==> src/core/torque_bias_pkg.sv <==
// Constants shared by the torque bias generator: map, codes, limits and timing
`default_nettype none
package torque_bias_pkg;
	// Register byte offsets
	localparam logic [7:0] OFF_MODE = 8'h00;
	localparam logic [7:0] OFF_STORED1 = 8'h04;
	localparam logic [7:0] OFF_STORED2 = 8'h08;
	localparam logic [7:0] OFF_STORED3 = 8'h0C;
	localparam logic [7:0] OFF_RISE_TC = 8'h10;
	localparam logic [7:0] OFF_HOLD = 8'h14;
	localparam logic [7:0] OFF_BALANCE = 8'h18;
	localparam logic [7:0] OFF_REV_BIAS = 8'h1C;
	localparam logic [7:0] OFF_REV_GAIN = 8'h20;
	localparam logic [7:0] OFF_FWD_BIAS = 8'h24;
	localparam logic [7:0] OFF_FWD_GAIN = 8'h28;
	localparam logic [7:0] OFF_CTRL = 8'h2C;
	localparam logic [7:0] OFF_STATUS = 8'h30;
	localparam logic [7:0] OFF_BIAS_NOW = 8'h34;
	// Field positions
	localparam int CTRL_CAP_BAL_BIT = 0;
	localparam int CTRL_CAP_MAX_BIT = 1;
	// Setting codes
	localparam logic [15:0] RSV_CODE = 16'h270F;
	localparam logic [15:0] MODE_STORED = 16'h0000;
	localparam logic [15:0] MODE_LIFT_FWD = 16'h0001;
	localparam logic [15:0] MODE_LIFT_REV = 16'h0002;
	localparam logic [15:0] MODE_AUTO = 16'h0003;
	localparam logic [15:0] STORED_CENTER = 16'h03E8;
	localparam logic [15:0] STORED_MIN = 16'h0258;
	localparam logic [15:0] STORED_MAX = 16'h0578;
	localparam logic [15:0] PCT_LIMIT = 16'h0190;
	localparam logic [15:0] VOLT_FULL = 16'h03E8;
	localparam logic [15:0] TIME_MAX_MS = 16'h1388;
	// Reset values
	localparam logic [15:0] RST_SETTING = RSV_CODE;
	localparam logic [15:0] RST_FWD_BIAS = 16'h0000;
	localparam logic [15:0] RST_FWD_GAIN = 16'h0064;
	// Timing: 1 ms tick at 8 ns clock
	localparam int CLK_PERIOD_NS = 8;
	localparam int TICK_NS = 1000000;
	localparam int TICK_CYCLES = TICK_NS / CLK_PERIOD_NS;
	localparam int FRAC_BITS = 8;
	typedef enum logic [1:0]
	{
		PH_IDLE = 2'b00,
		PH_HOLD = 2'b01,
		PH_RUN = 2'b10
	} phase_t;
endpackage
`default_nettype wire

==> src/core/torque_bias_generator.sv <==
// Start-up torque bias generator with APB configuration
// Behaviour
// RULE_01: Mode 0..3 picks bias source; 9999 disables bias entirely.
// RULE_02: Mode 0 takes bias from one of three stored values.
// RULE_03: Lines off: none; A: first; B: second; both: third stored value.
// RULE_04: Stored values centred at 1000; 600..1400 map to -400..400 percent.
// RULE_05: Stored value 9999 means no bias for that selection.
// RULE_06: Mode 1 scales analog input by bias/gain, lifting in forward.
// RULE_07: Mode 2 scales analog input by bias/gain, lifting in reverse.
// RULE_08: Mode 3 captures bias, gain and balance voltage from actual load; code captures only in a run begun in mode 0..2 and then set to 3.
// RULE_09: Software switches mode to 1 or 2 after automatic setting.
// RULE_10: Bias passes a first-order lag of 0..5 s; 9999 means zero.
// RULE_11: Output is bias alone for hold time 0..5 s; 9999 means zero.
// RULE_12: Balanced-load voltage 0..10 V offsets analog input; 9999 means 0 V.
// RULE_13: Reverse analog bias 0..400 percent; 9999 reuses forward bias.
// RULE_14: Reverse analog gain 0..400 percent; 9999 reuses forward gain.
// RULE_15: Without pre-excitation, bias applies as the start signal rises.
// RULE_16: Filtered bias is added to speed loop torque command after start.
`default_nettype none
module torque_bias_generator #(
	parameter int TICK_CYCLES = torque_bias_pkg::TICK_CYCLES
) (
	input wire logic pclk,
	input wire logic presetn,
	input wire logic [7:0] paddr,
	input wire logic psel,
	input wire logic penable,
	input wire logic pwrite,
	input wire logic [31:0] pwdata,
	output logic [31:0] prdata,
	output logic pready,
	output logic pslverr,
	input wire logic bias_select_line_a,
	input wire logic bias_select_line_b,
	input wire logic start_cmd,
	input wire logic motor_reverse,
	input wire logic [9:0] analog_in,
	input wire logic signed [15:0] speed_torque_cmd,
	output logic signed [15:0] torque_cmd_out,
	output logic bias_active
);
	////////////////////////////////////////////////////////////////////////
	logic [15:0] mode_r, stored1_r, stored2_r, stored3_r, rise_tc_r, hold_r;
	logic [15:0] balance_r, rev_bias_r, rev_gain_r, fwd_bias_r, fwd_gain_r;
	logic auto_done_r;
	logic [31:0] prdata_r;
	torque_bias_pkg::phase_t phase_r;
	logic [16:0] tick_cnt_r;
	logic ms_tick;
	logic [15:0] hold_cnt_r;
	logic signed [31:0] filt_r;
	logic signed [15:0] filt_int;
	logic signed [15:0] torque_r;
	logic signed [15:0] bias_sel;
	logic bias_en;
	logic wr_en, rd_setup, mapped;

	function automatic logic signed [15:0] clamp_pct(input logic signed [31:0] v);
		logic signed [31:0] lim;
		lim = $signed({16'h0000, torque_bias_pkg::PCT_LIMIT});
		if (v > lim)
			clamp_pct = lim[15:0];
		else if (v < -lim)
			clamp_pct = 16'(-lim);
		else
			clamp_pct = v[15:0];
	endfunction

	function automatic logic signed [15:0] decode_stored(input logic [15:0] v);
		if (v < torque_bias_pkg::STORED_MIN || v > torque_bias_pkg::STORED_MAX)
			decode_stored = 16'h0000; // RULE_05
		else
			decode_stored = $signed(v - torque_bias_pkg::STORED_CENTER); // RULE_04
	endfunction

	function automatic logic [15:0] or_reserved(input logic [15:0] v, input logic [15:0] alt);
		or_reserved = (v == torque_bias_pkg::RSV_CODE) ? alt : v;
	endfunction

	////////////////////////////////////////////////////////////////////////
	// Bias source selection
	logic [15:0] rise_b, rise_g, fall_b, fall_g, use_b, use_g, v_bal;
	logic lift_rev, use_rise;
	logic signed [31:0] analog_amt;
	assign rise_b = fwd_bias_r;
	assign rise_g = fwd_gain_r;
	assign fall_b = or_reserved(rev_bias_r, fwd_bias_r); // RULE_13
	assign fall_g = or_reserved(rev_gain_r, fwd_gain_r); // RULE_14
	assign v_bal = or_reserved(balance_r, 16'h0000); // RULE_12
	assign lift_rev = (mode_r == torque_bias_pkg::MODE_LIFT_REV);
	// Lifting direction uses the rise pair, the opposite direction the fall pair
	assign use_rise = (motor_reverse == lift_rev);
	assign use_b = use_rise ? rise_b : fall_b;
	assign use_g = use_rise ? rise_g : fall_g;

	always_comb
	begin
		logic signed [31:0] span, dv, amt;
		span = $signed({16'h0000, use_g}) - $signed({16'h0000, use_b});
		dv = $signed({22'h0, analog_in}) - $signed({16'h0000, v_bal});
		amt = $signed({16'h0000, use_b})
			+ (span * dv) / $signed({16'h0000, torque_bias_pkg::VOLT_FULL});
		analog_amt = lift_rev ? -amt : amt; // RULE_06 RULE_07
	end

	always_comb
	begin
		case (mode_r)
			torque_bias_pkg::MODE_STORED:
			begin
				case ({bias_select_line_b, bias_select_line_a}) // RULE_02 RULE_03
					2'b01: bias_sel = decode_stored(stored1_r);
					2'b10: bias_sel = decode_stored(stored2_r);
					2'b11: bias_sel = decode_stored(stored3_r);
					default: bias_sel = 16'h0000;
				endcase
			end
			torque_bias_pkg::MODE_LIFT_FWD, torque_bias_pkg::MODE_LIFT_REV:
				bias_sel = clamp_pct(analog_amt);
			default: bias_sel = 16'h0000; // RULE_01
		endcase
	end

	// Auto mode only measures, so it drives no bias
	assign bias_en = (mode_r == torque_bias_pkg::MODE_STORED)
		|| (mode_r == torque_bias_pkg::MODE_LIFT_FWD)
		|| (mode_r == torque_bias_pkg::MODE_LIFT_REV); // RULE_01 RULE_09
	assign bias_active = start_cmd && bias_en; // RULE_15

	////////////////////////////////////////////////////////////////////////
	// APB slave, zero wait states
	assign wr_en = psel && penable && pwrite;
	assign rd_setup = psel && !penable && !pwrite;
	assign pready = 1'b1;
	assign prdata = prdata_r;
	always_comb
	begin
		case (paddr)
			torque_bias_pkg::OFF_MODE, torque_bias_pkg::OFF_STORED1,
			torque_bias_pkg::OFF_STORED2, torque_bias_pkg::OFF_STORED3,
			torque_bias_pkg::OFF_RISE_TC, torque_bias_pkg::OFF_HOLD,
			torque_bias_pkg::OFF_BALANCE, torque_bias_pkg::OFF_REV_BIAS,
			torque_bias_pkg::OFF_REV_GAIN, torque_bias_pkg::OFF_FWD_BIAS,
			torque_bias_pkg::OFF_FWD_GAIN, torque_bias_pkg::OFF_CTRL,
			torque_bias_pkg::OFF_STATUS, torque_bias_pkg::OFF_BIAS_NOW: mapped = 1'b1;
			default: mapped = 1'b0;
		endcase
	end
	assign pslverr = psel && penable && !mapped;

	always_ff @(posedge pclk or negedge presetn)
	begin
		if (!presetn)
			prdata_r <= 32'h00000000;
		else if (rd_setup)
		begin
			case (paddr)
				torque_bias_pkg::OFF_MODE: prdata_r <= {16'h0000, mode_r};
				torque_bias_pkg::OFF_STORED1: prdata_r <= {16'h0000, stored1_r};
				torque_bias_pkg::OFF_STORED2: prdata_r <= {16'h0000, stored2_r};
				torque_bias_pkg::OFF_STORED3: prdata_r <= {16'h0000, stored3_r};
				torque_bias_pkg::OFF_RISE_TC: prdata_r <= {16'h0000, rise_tc_r};
				torque_bias_pkg::OFF_HOLD: prdata_r <= {16'h0000, hold_r};
				torque_bias_pkg::OFF_BALANCE: prdata_r <= {16'h0000, balance_r};
				torque_bias_pkg::OFF_REV_BIAS: prdata_r <= {16'h0000, rev_bias_r};
				torque_bias_pkg::OFF_REV_GAIN: prdata_r <= {16'h0000, rev_gain_r};
				torque_bias_pkg::OFF_FWD_BIAS: prdata_r <= {16'h0000, fwd_bias_r};
				torque_bias_pkg::OFF_FWD_GAIN: prdata_r <= {16'h0000, fwd_gain_r};
				torque_bias_pkg::OFF_STATUS: prdata_r <= {24'h000000, bias_select_line_b,
					bias_select_line_a, start_cmd, bias_active, auto_done_r, 1'b0, phase_r};
				torque_bias_pkg::OFF_BIAS_NOW: prdata_r <= {{16{filt_int[15]}}, filt_int};
				default: prdata_r <= 32'h00000000;
			endcase
		end
	end

	// Settings; auto capture writes the analog pair and balance point
	always_ff @(posedge pclk or negedge presetn)
	begin
		if (!presetn)
		begin
			mode_r <= torque_bias_pkg::RST_SETTING;
			stored1_r <= torque_bias_pkg::RST_SETTING;
			stored2_r <= torque_bias_pkg::RST_SETTING;
			stored3_r <= torque_bias_pkg::RST_SETTING;
			rise_tc_r <= torque_bias_pkg::RST_SETTING;
			hold_r <= torque_bias_pkg::RST_SETTING;
			balance_r <= torque_bias_pkg::RST_SETTING;
			rev_bias_r <= torque_bias_pkg::RST_SETTING;
			rev_gain_r <= torque_bias_pkg::RST_SETTING;
			fwd_bias_r <= torque_bias_pkg::RST_FWD_BIAS;
			fwd_gain_r <= torque_bias_pkg::RST_FWD_GAIN;
			auto_done_r <= 1'b0;
		end
		else if (wr_en)
		begin
			case (paddr)
				torque_bias_pkg::OFF_MODE:
				begin
					mode_r <= pwdata[15:0];
					auto_done_r <= 1'b0;
				end
				torque_bias_pkg::OFF_STORED1: stored1_r <= pwdata[15:0];
				torque_bias_pkg::OFF_STORED2: stored2_r <= pwdata[15:0];
				torque_bias_pkg::OFF_STORED3: stored3_r <= pwdata[15:0];
				torque_bias_pkg::OFF_RISE_TC: rise_tc_r <= pwdata[15:0];
				torque_bias_pkg::OFF_HOLD: hold_r <= pwdata[15:0];
				torque_bias_pkg::OFF_BALANCE: balance_r <= pwdata[15:0];
				torque_bias_pkg::OFF_REV_BIAS: rev_bias_r <= pwdata[15:0];
				torque_bias_pkg::OFF_REV_GAIN: rev_gain_r <= pwdata[15:0];
				torque_bias_pkg::OFF_FWD_BIAS: fwd_bias_r <= pwdata[15:0];
				torque_bias_pkg::OFF_FWD_GAIN: fwd_gain_r <= pwdata[15:0];
				torque_bias_pkg::OFF_CTRL:
				begin
					// Captures only while running under load in auto mode
					if (mode_r == torque_bias_pkg::MODE_AUTO && phase_r == torque_bias_pkg::PH_RUN)
					begin
						if (pwdata[torque_bias_pkg::CTRL_CAP_BAL_BIT])
						begin
							balance_r <= {6'h00, analog_in}; // RULE_08
							fwd_bias_r <= 16'(clamp_pct(32'(speed_torque_cmd)));
						end
						if (pwdata[torque_bias_pkg::CTRL_CAP_MAX_BIT])
						begin
							fwd_gain_r <= 16'(clamp_pct(32'(speed_torque_cmd))); // RULE_08
							auto_done_r <= 1'b1;
						end
					end
				end
				default: ;
			endcase
		end
	end

	////////////////////////////////////////////////////////////////////////
	// Millisecond tick
	assign ms_tick = (tick_cnt_r == 17'(TICK_CYCLES - 1));
	always_ff @(posedge pclk or negedge presetn)
	begin
		if (!presetn)
			tick_cnt_r <= 17'h00000;
		else if (ms_tick)
			tick_cnt_r <= 17'h00000;
		else
			tick_cnt_r <= tick_cnt_r + 17'h00001;
	end

	// Start phase sequencing
	logic [15:0] hold_ms;
	assign hold_ms = or_reserved(hold_r, 16'h0000); // RULE_11
	always_ff @(posedge pclk or negedge presetn)
	begin
		if (!presetn)
		begin
			phase_r <= torque_bias_pkg::PH_IDLE;
			hold_cnt_r <= 16'h0000;
		end
		else
		begin
			case (phase_r)
				torque_bias_pkg::PH_IDLE:
				begin
					hold_cnt_r <= 16'h0000;
					if (bias_active)
						phase_r <= (hold_ms == 16'h0000) ? torque_bias_pkg::PH_RUN
							: torque_bias_pkg::PH_HOLD; // RULE_11
				end
				torque_bias_pkg::PH_HOLD:
				begin
					if (!start_cmd)
						phase_r <= torque_bias_pkg::PH_IDLE;
					else if (ms_tick)
					begin
						hold_cnt_r <= hold_cnt_r + 16'h0001;
						if (hold_cnt_r + 16'h0001 >= hold_ms)
							phase_r <= torque_bias_pkg::PH_RUN; // RULE_11
					end
				end
				torque_bias_pkg::PH_RUN:
				begin
					if (!start_cmd)
						phase_r <= torque_bias_pkg::PH_IDLE;
				end
				default: phase_r <= torque_bias_pkg::PH_IDLE;
			endcase
		end
	end

	// First-order lag in fixed point; divides once per ms tick
	logic [15:0] tc_ms;
	logic signed [31:0] target_fx;
	assign tc_ms = or_reserved(rise_tc_r, 16'h0000); // RULE_10
	assign target_fx = $signed({{16{bias_sel[15]}}, bias_sel}) <<< torque_bias_pkg::FRAC_BITS;
	assign filt_int = filt_r[torque_bias_pkg::FRAC_BITS +: 16];
	always_ff @(posedge pclk or negedge presetn)
	begin
		if (!presetn)
			filt_r <= 32'h00000000;
		else if (!bias_active)
			filt_r <= 32'h00000000;
		else if (tc_ms == 16'h0000)
			filt_r <= target_fx; // RULE_10 RULE_15
		else if (ms_tick)
			filt_r <= filt_r + (target_fx - filt_r) / $signed({16'h0000, tc_ms}); // RULE_10
	end

	// Torque command out: bias alone in hold, speed command plus bias in run
	assign torque_cmd_out = torque_r;
	always_ff @(posedge pclk or negedge presetn)
	begin
		if (!presetn)
			torque_r <= 16'h0000;
		else
		begin
			case (phase_r)
				torque_bias_pkg::PH_HOLD: torque_r <= filt_int; // RULE_11
				torque_bias_pkg::PH_RUN:
					torque_r <= clamp_pct(32'(speed_torque_cmd) + 32'(filt_int)); // RULE_16
				default: torque_r <= speed_torque_cmd;
			endcase
		end
	end
endmodule
`default_nettype wire

==> config.mk <==
export PLATFORM = sky130hd
export DESIGN_NAME = torque_bias_generator
export DESIGN_NICKNAME = d
export VERILOG_FILES = /design/src/core/torque_bias_pkg.sv /design/src/core/torque_bias_generator.sv
export SDC_FILE = /design/constraint.sdc
export NUM_CORES = 2
export LEC_CHECK = 0
export ABC_AREA = 1
export BUFFER_PORTS_ARGS = -buffer_cell sky130_fd_sc_hd__clkbuf_2
export CORE_AREA = 10 10 523 525
export DETAILED_ROUTE_END_ITERATION = 10
export DIE_AREA = 0 0 533 535
export PLACE_DENSITY_LB_ADDON = 0.05
export SLEW_MARGIN = 20
export SYNTH_ARGS = -nofsm -noshare
export SYNTH_HDL_FRONTEND = slang
export SYNTH_SLANG_ARGS = --single-unit
export TNS_END_PERCENT = 1
==> constraint.sdc <==
create_clock -name pclk -period 125.3 [get_ports pclk]
set_clock_uncertainty 0.05 [all_clocks]
set_input_delay 6.265 -clock pclk [delete_from_list [all_inputs] [get_ports pclk]]
set_output_delay 6.265 -clock pclk [all_outputs]
set_load 0.02 [all_outputs]
==> flow_summary.json <==
{
  "slowest_stage": "fa_1",
  "yosys_warnings": 0,
  "multiInputGateArea_mm2": 0.0519,
  "placed_area_mm2": 0.0808,
  "min_from": "tick_cnt_r[0]",
  "critPathRequiredTime_ps": 125690,
  "final_cell_mix": "nand2_1, buf_4, inv_1",
  "cts_tree": "built",
  "worst_path_most_repeated_cell": "nand2_1",
  "critical-path-max-stage-delay_ps": 550,
  "global_route.peak_usage_layer": "met2",
  "core_region_area_mm2": 0.263,
  "via_count_of_the_first_global_routing_pass": 68200,
  "synth_seq_cells": 277,
  "timing.rr.end": "filt_r[31]",
  "max_freq_ghz": 0.00876,
  "tritoncts_num_sinks": 277,
  "regToRegStartpoint": "mode_r[6]",
  "synth_seq_area_share_pct": 10.7,
  "post_synth_mux_area_share_pct": 0.343,
  "timing.critical_path.arrival_ps": 114600,
  "drc": 0,
  "wirelength_um": 267000,
  "place.gp.congestion": 0.870,
  "netlist-cell-type-count": 101,
  "tritoncts.num_buffers": 39,
  "grt_start_max_net_pins": 109,
  "grt_antenna_before_repair": 9,
  "die_x_um": 533,
  "worstMarginPinSlew_ps": 1040,
  "initial_core_util_pct": 24.8,
  "max_cap_violations": 0,
  "layout.cell_area.non_filler_mm2": 0.0849,
  "use_met3_pct": 0.961,
  "final_antenna_net_count": 0,
  "num_rows": 189,
  "min_to": "tick_cnt_r[0]",
  "grt_met1_usage_pct": 24.5,
  "syn2layout_area_growth_pct": 29.9,
  "die_height_um": 535,
  "setup.reg_to_reg.worst_slack_ps": 14780,
  "run_status": "finished clean",
  "worstHoldPathType": "register to register",
  "layout_worst_path_cycle_share_pct": 91.1,
  "post-route-min-period_ps": 114210,
  "hpwlAfterDp_um": 224000,
  "grt_first_pass_wirelength_um": 407000,
  "grt_remaining_overflow": 0,
  "critPathKind": "input pin to register",
  "die_area_mm2": 0.285,
  "ff2ff_path_depth": 880,
  "largest_family_of_logic_cells_by_synthesized_area": "simple AND/OR/NAND/NOR gates",
  "reg_area_mm2": 0.00703,
  "met2_usage_pct": 31.7,
  "post_synth_fa_ha_maj_area_fraction_pct": 20.7,
  "mostFrequentLayoutCell": "nand2_1",
  "synthesis.area_mm2": 0.0654,
  "via_per_inst": 4.56,
  "synthArstFlopShare_pct": 100,
  "synth-compound-area-share_pct": 14.9,
  "clock_insertion_delay_at_the_later_pin_of_the_skew_report_ps": 590,
  "detail_route.iter0.violations": 3667,
  "layout.nets": 12500,
  "timing.final.ws_setup_ps": 11090,
  "final_hold_viol_count": 0,
  "synth_edf_count": 0,
  "hold_fix_buffers_at_cts": 0,
  "maxSlewViolCount": 0,
  "post_synth.cell_area_avg_um2": 6.60,
  "clkSlewWorstSetupHoldPaths_ps": 60,
  "endpoint_kind": "register",
  "fraction_of_final_layout_cells_with_drive_strength_greater_than_1_pct": 28.2,
  "wl_per_cell_um": 17.7,
  "placement.setup.worst_slack_ps": -1630,
  "cts_root_buf": "clkbuf_16",
  "gr-usage-all-layers_pct": 17.9,
  "portBuffers": 108,
  "syn_inst": 9908,
  "htree_levels": 2,
  "synth_top_flop_cell": "dfrtp_1",
  "setup_viol": 0,
  "clock_tree.buffer_depth": 3,
  "detailroute.via_count": 68800,
  "top_level_ports": 126,
  "xor_xnor_share_of_the_synthesized_area_pct": 7.48,
  "simple_logic_cell_fraction_of_the_synthesized_area_pct": 33.2,
  "maxSlewHeadroom_pct": 29.7,
  "detailed_routing_iterations_pass_1": 5,
  "synth_fp_nets": 10900,
  "startpoint_type": "input pin",
  "fillers": 29100,
  "hold-path-cell-count": 1,
  "critical_path_peak_fanout": 11
}
==> flip-flops by register name, summed over array words and instances (netlist names) <==
signal          cells
mode_r             16
phase_r             2
rev_bias_r         16
rev_gain_r         16
stored2_r          16
tick_cnt_r         17
filt_r             32
torque_cmd_out     16
hold_r             16
prdata             17
rise_tc_r          16
stored3_r          16
fwd_bias_r         16
fwd_gain_r         16
hold_cnt_r         16
stored1_r          16
balance_r          16
auto_done_r         1
==> cell type report <==
cell class                      instances  area share, %
Antenna cell                            3        0.00884
Clock buffer                           49           1.25
Clock inverter                         22          0.318
Inverter                             1795           8.14
Multi-Input combinational cell       7645           61.2
Sequential cell                       277           8.28
Tap cell                             3533           5.21
Timing Repair Buffer                 1778           15.6
==> stage by stage <==
step	setup TNS, ps	cells	hold slack [ps]	utilization (%)
4_1_cts	0	15000	431	31.2
6_report	0	15100	427	32.2
2_1_floorplan	0	9908	383	-
5_1_grt	-362	15100	443	32.2
3_3_place_gp	-2100	14900	417	30.7
3_5_place_dp	-5560	14900	423	30.7
==> per-layer routing <==
layer | up-vias | wire length, µm
met4 | 4 | 4380
met3 | 164 | 6630
met2 | 903 | 128000
met5 | - | 27
met1 | 32500 | 127000
li1 | 35300 | -
==> logic make-up after synthesis <==
group / after synthesis
compound gates: 1694
xor+xnor: 554
fa+ha+maj: 907
buf+inv: 1990
flops: 277
mux: 20
other cells: 1
simple gates: 4465
==> what timing repair did <==
| action | 4_1_cts | 5_1_grt |
|---|---|---|
| pin swaps | 3 | 205 |
| endpoints found under the setup margin | 10 | 32 |
| buffers inserted | 5 | 92 |
| gates resized for setup | 31 | 520 |
| gates cloned | 0 | 8 |
==> worst max-delay path by stage <==
| stage | cells past startpoint | from | slack (ps) | end |
|---|---|---|---|---|
| 2_1_floorplan | 1175 | motor_reverse | 4260 | filt_r[31] |
| 3_3_place_gp | 1170 | motor_reverse | -1150 | filt_r[31] |
| 3_5_place_dp | 911 | motor_reverse | -1630 | filt_r[31] |
| 4_1_cts | 884 | motor_reverse | 10 | filt_r[31] |
| 5_1_grt | 879 | motor_reverse | -270 | filt_r[31] |
| 6_report | 884 | motor_reverse | 11090 | filt_r[31] |
==> critical path: cells and delay by family <==
| kind | cells | cell delay (ps) |
|---|---|---|
| compound gates | 280 | 40690 |
| simple gates | 382 | 38040 |
| xor+xnor | 7 | 1250 |
| fa+ha+maj | 46 | 14320 |
| buf+inv | 169 | 14290 |
==> cells in the mapped netlist, drive strengths merged (4+ instances only) <==
master,n,area share [%]
o21a,14,0.16
o211ai,29,0.34
a22oi,13,0.15
a221oi,34,0.46
nand2,2447,16
a21oi,548,4.3
clkinv,51,0.34
nand3b,42,0.49
xor2,408,5.5
dfstp,75,3.0
o21bai,64,0.79
nand4,190,2.0
nor3,118,1.0
or2,77,0.74
a211oi,27,0.32
fa,287,8.8
mux2,19,0.33
a21o,48,0.56
o41ai,4,0.054
o21ai,745,5.9
and2,13,0.14
buf,57,0.87
a31oi,19,0.19
nor2,923,6.2
a21boi,5,0.057
o31ai,27,0.31
nand3,597,5.5
o22ai,75,0.72
o2111ai,7,0.094
ha,620,12
xnor2,146,2.0
clkbuf,136,1.3
nor3b,5,0.057
nor4,41,0.39
inv,1741,10
dfrtp,202,7.7
o221ai,10,0.13
or4,5,0.059
Power is left out: the tool's default activity adds up to more than one toggle a clock period on the data nets, which glitch-free logic cannot reach.
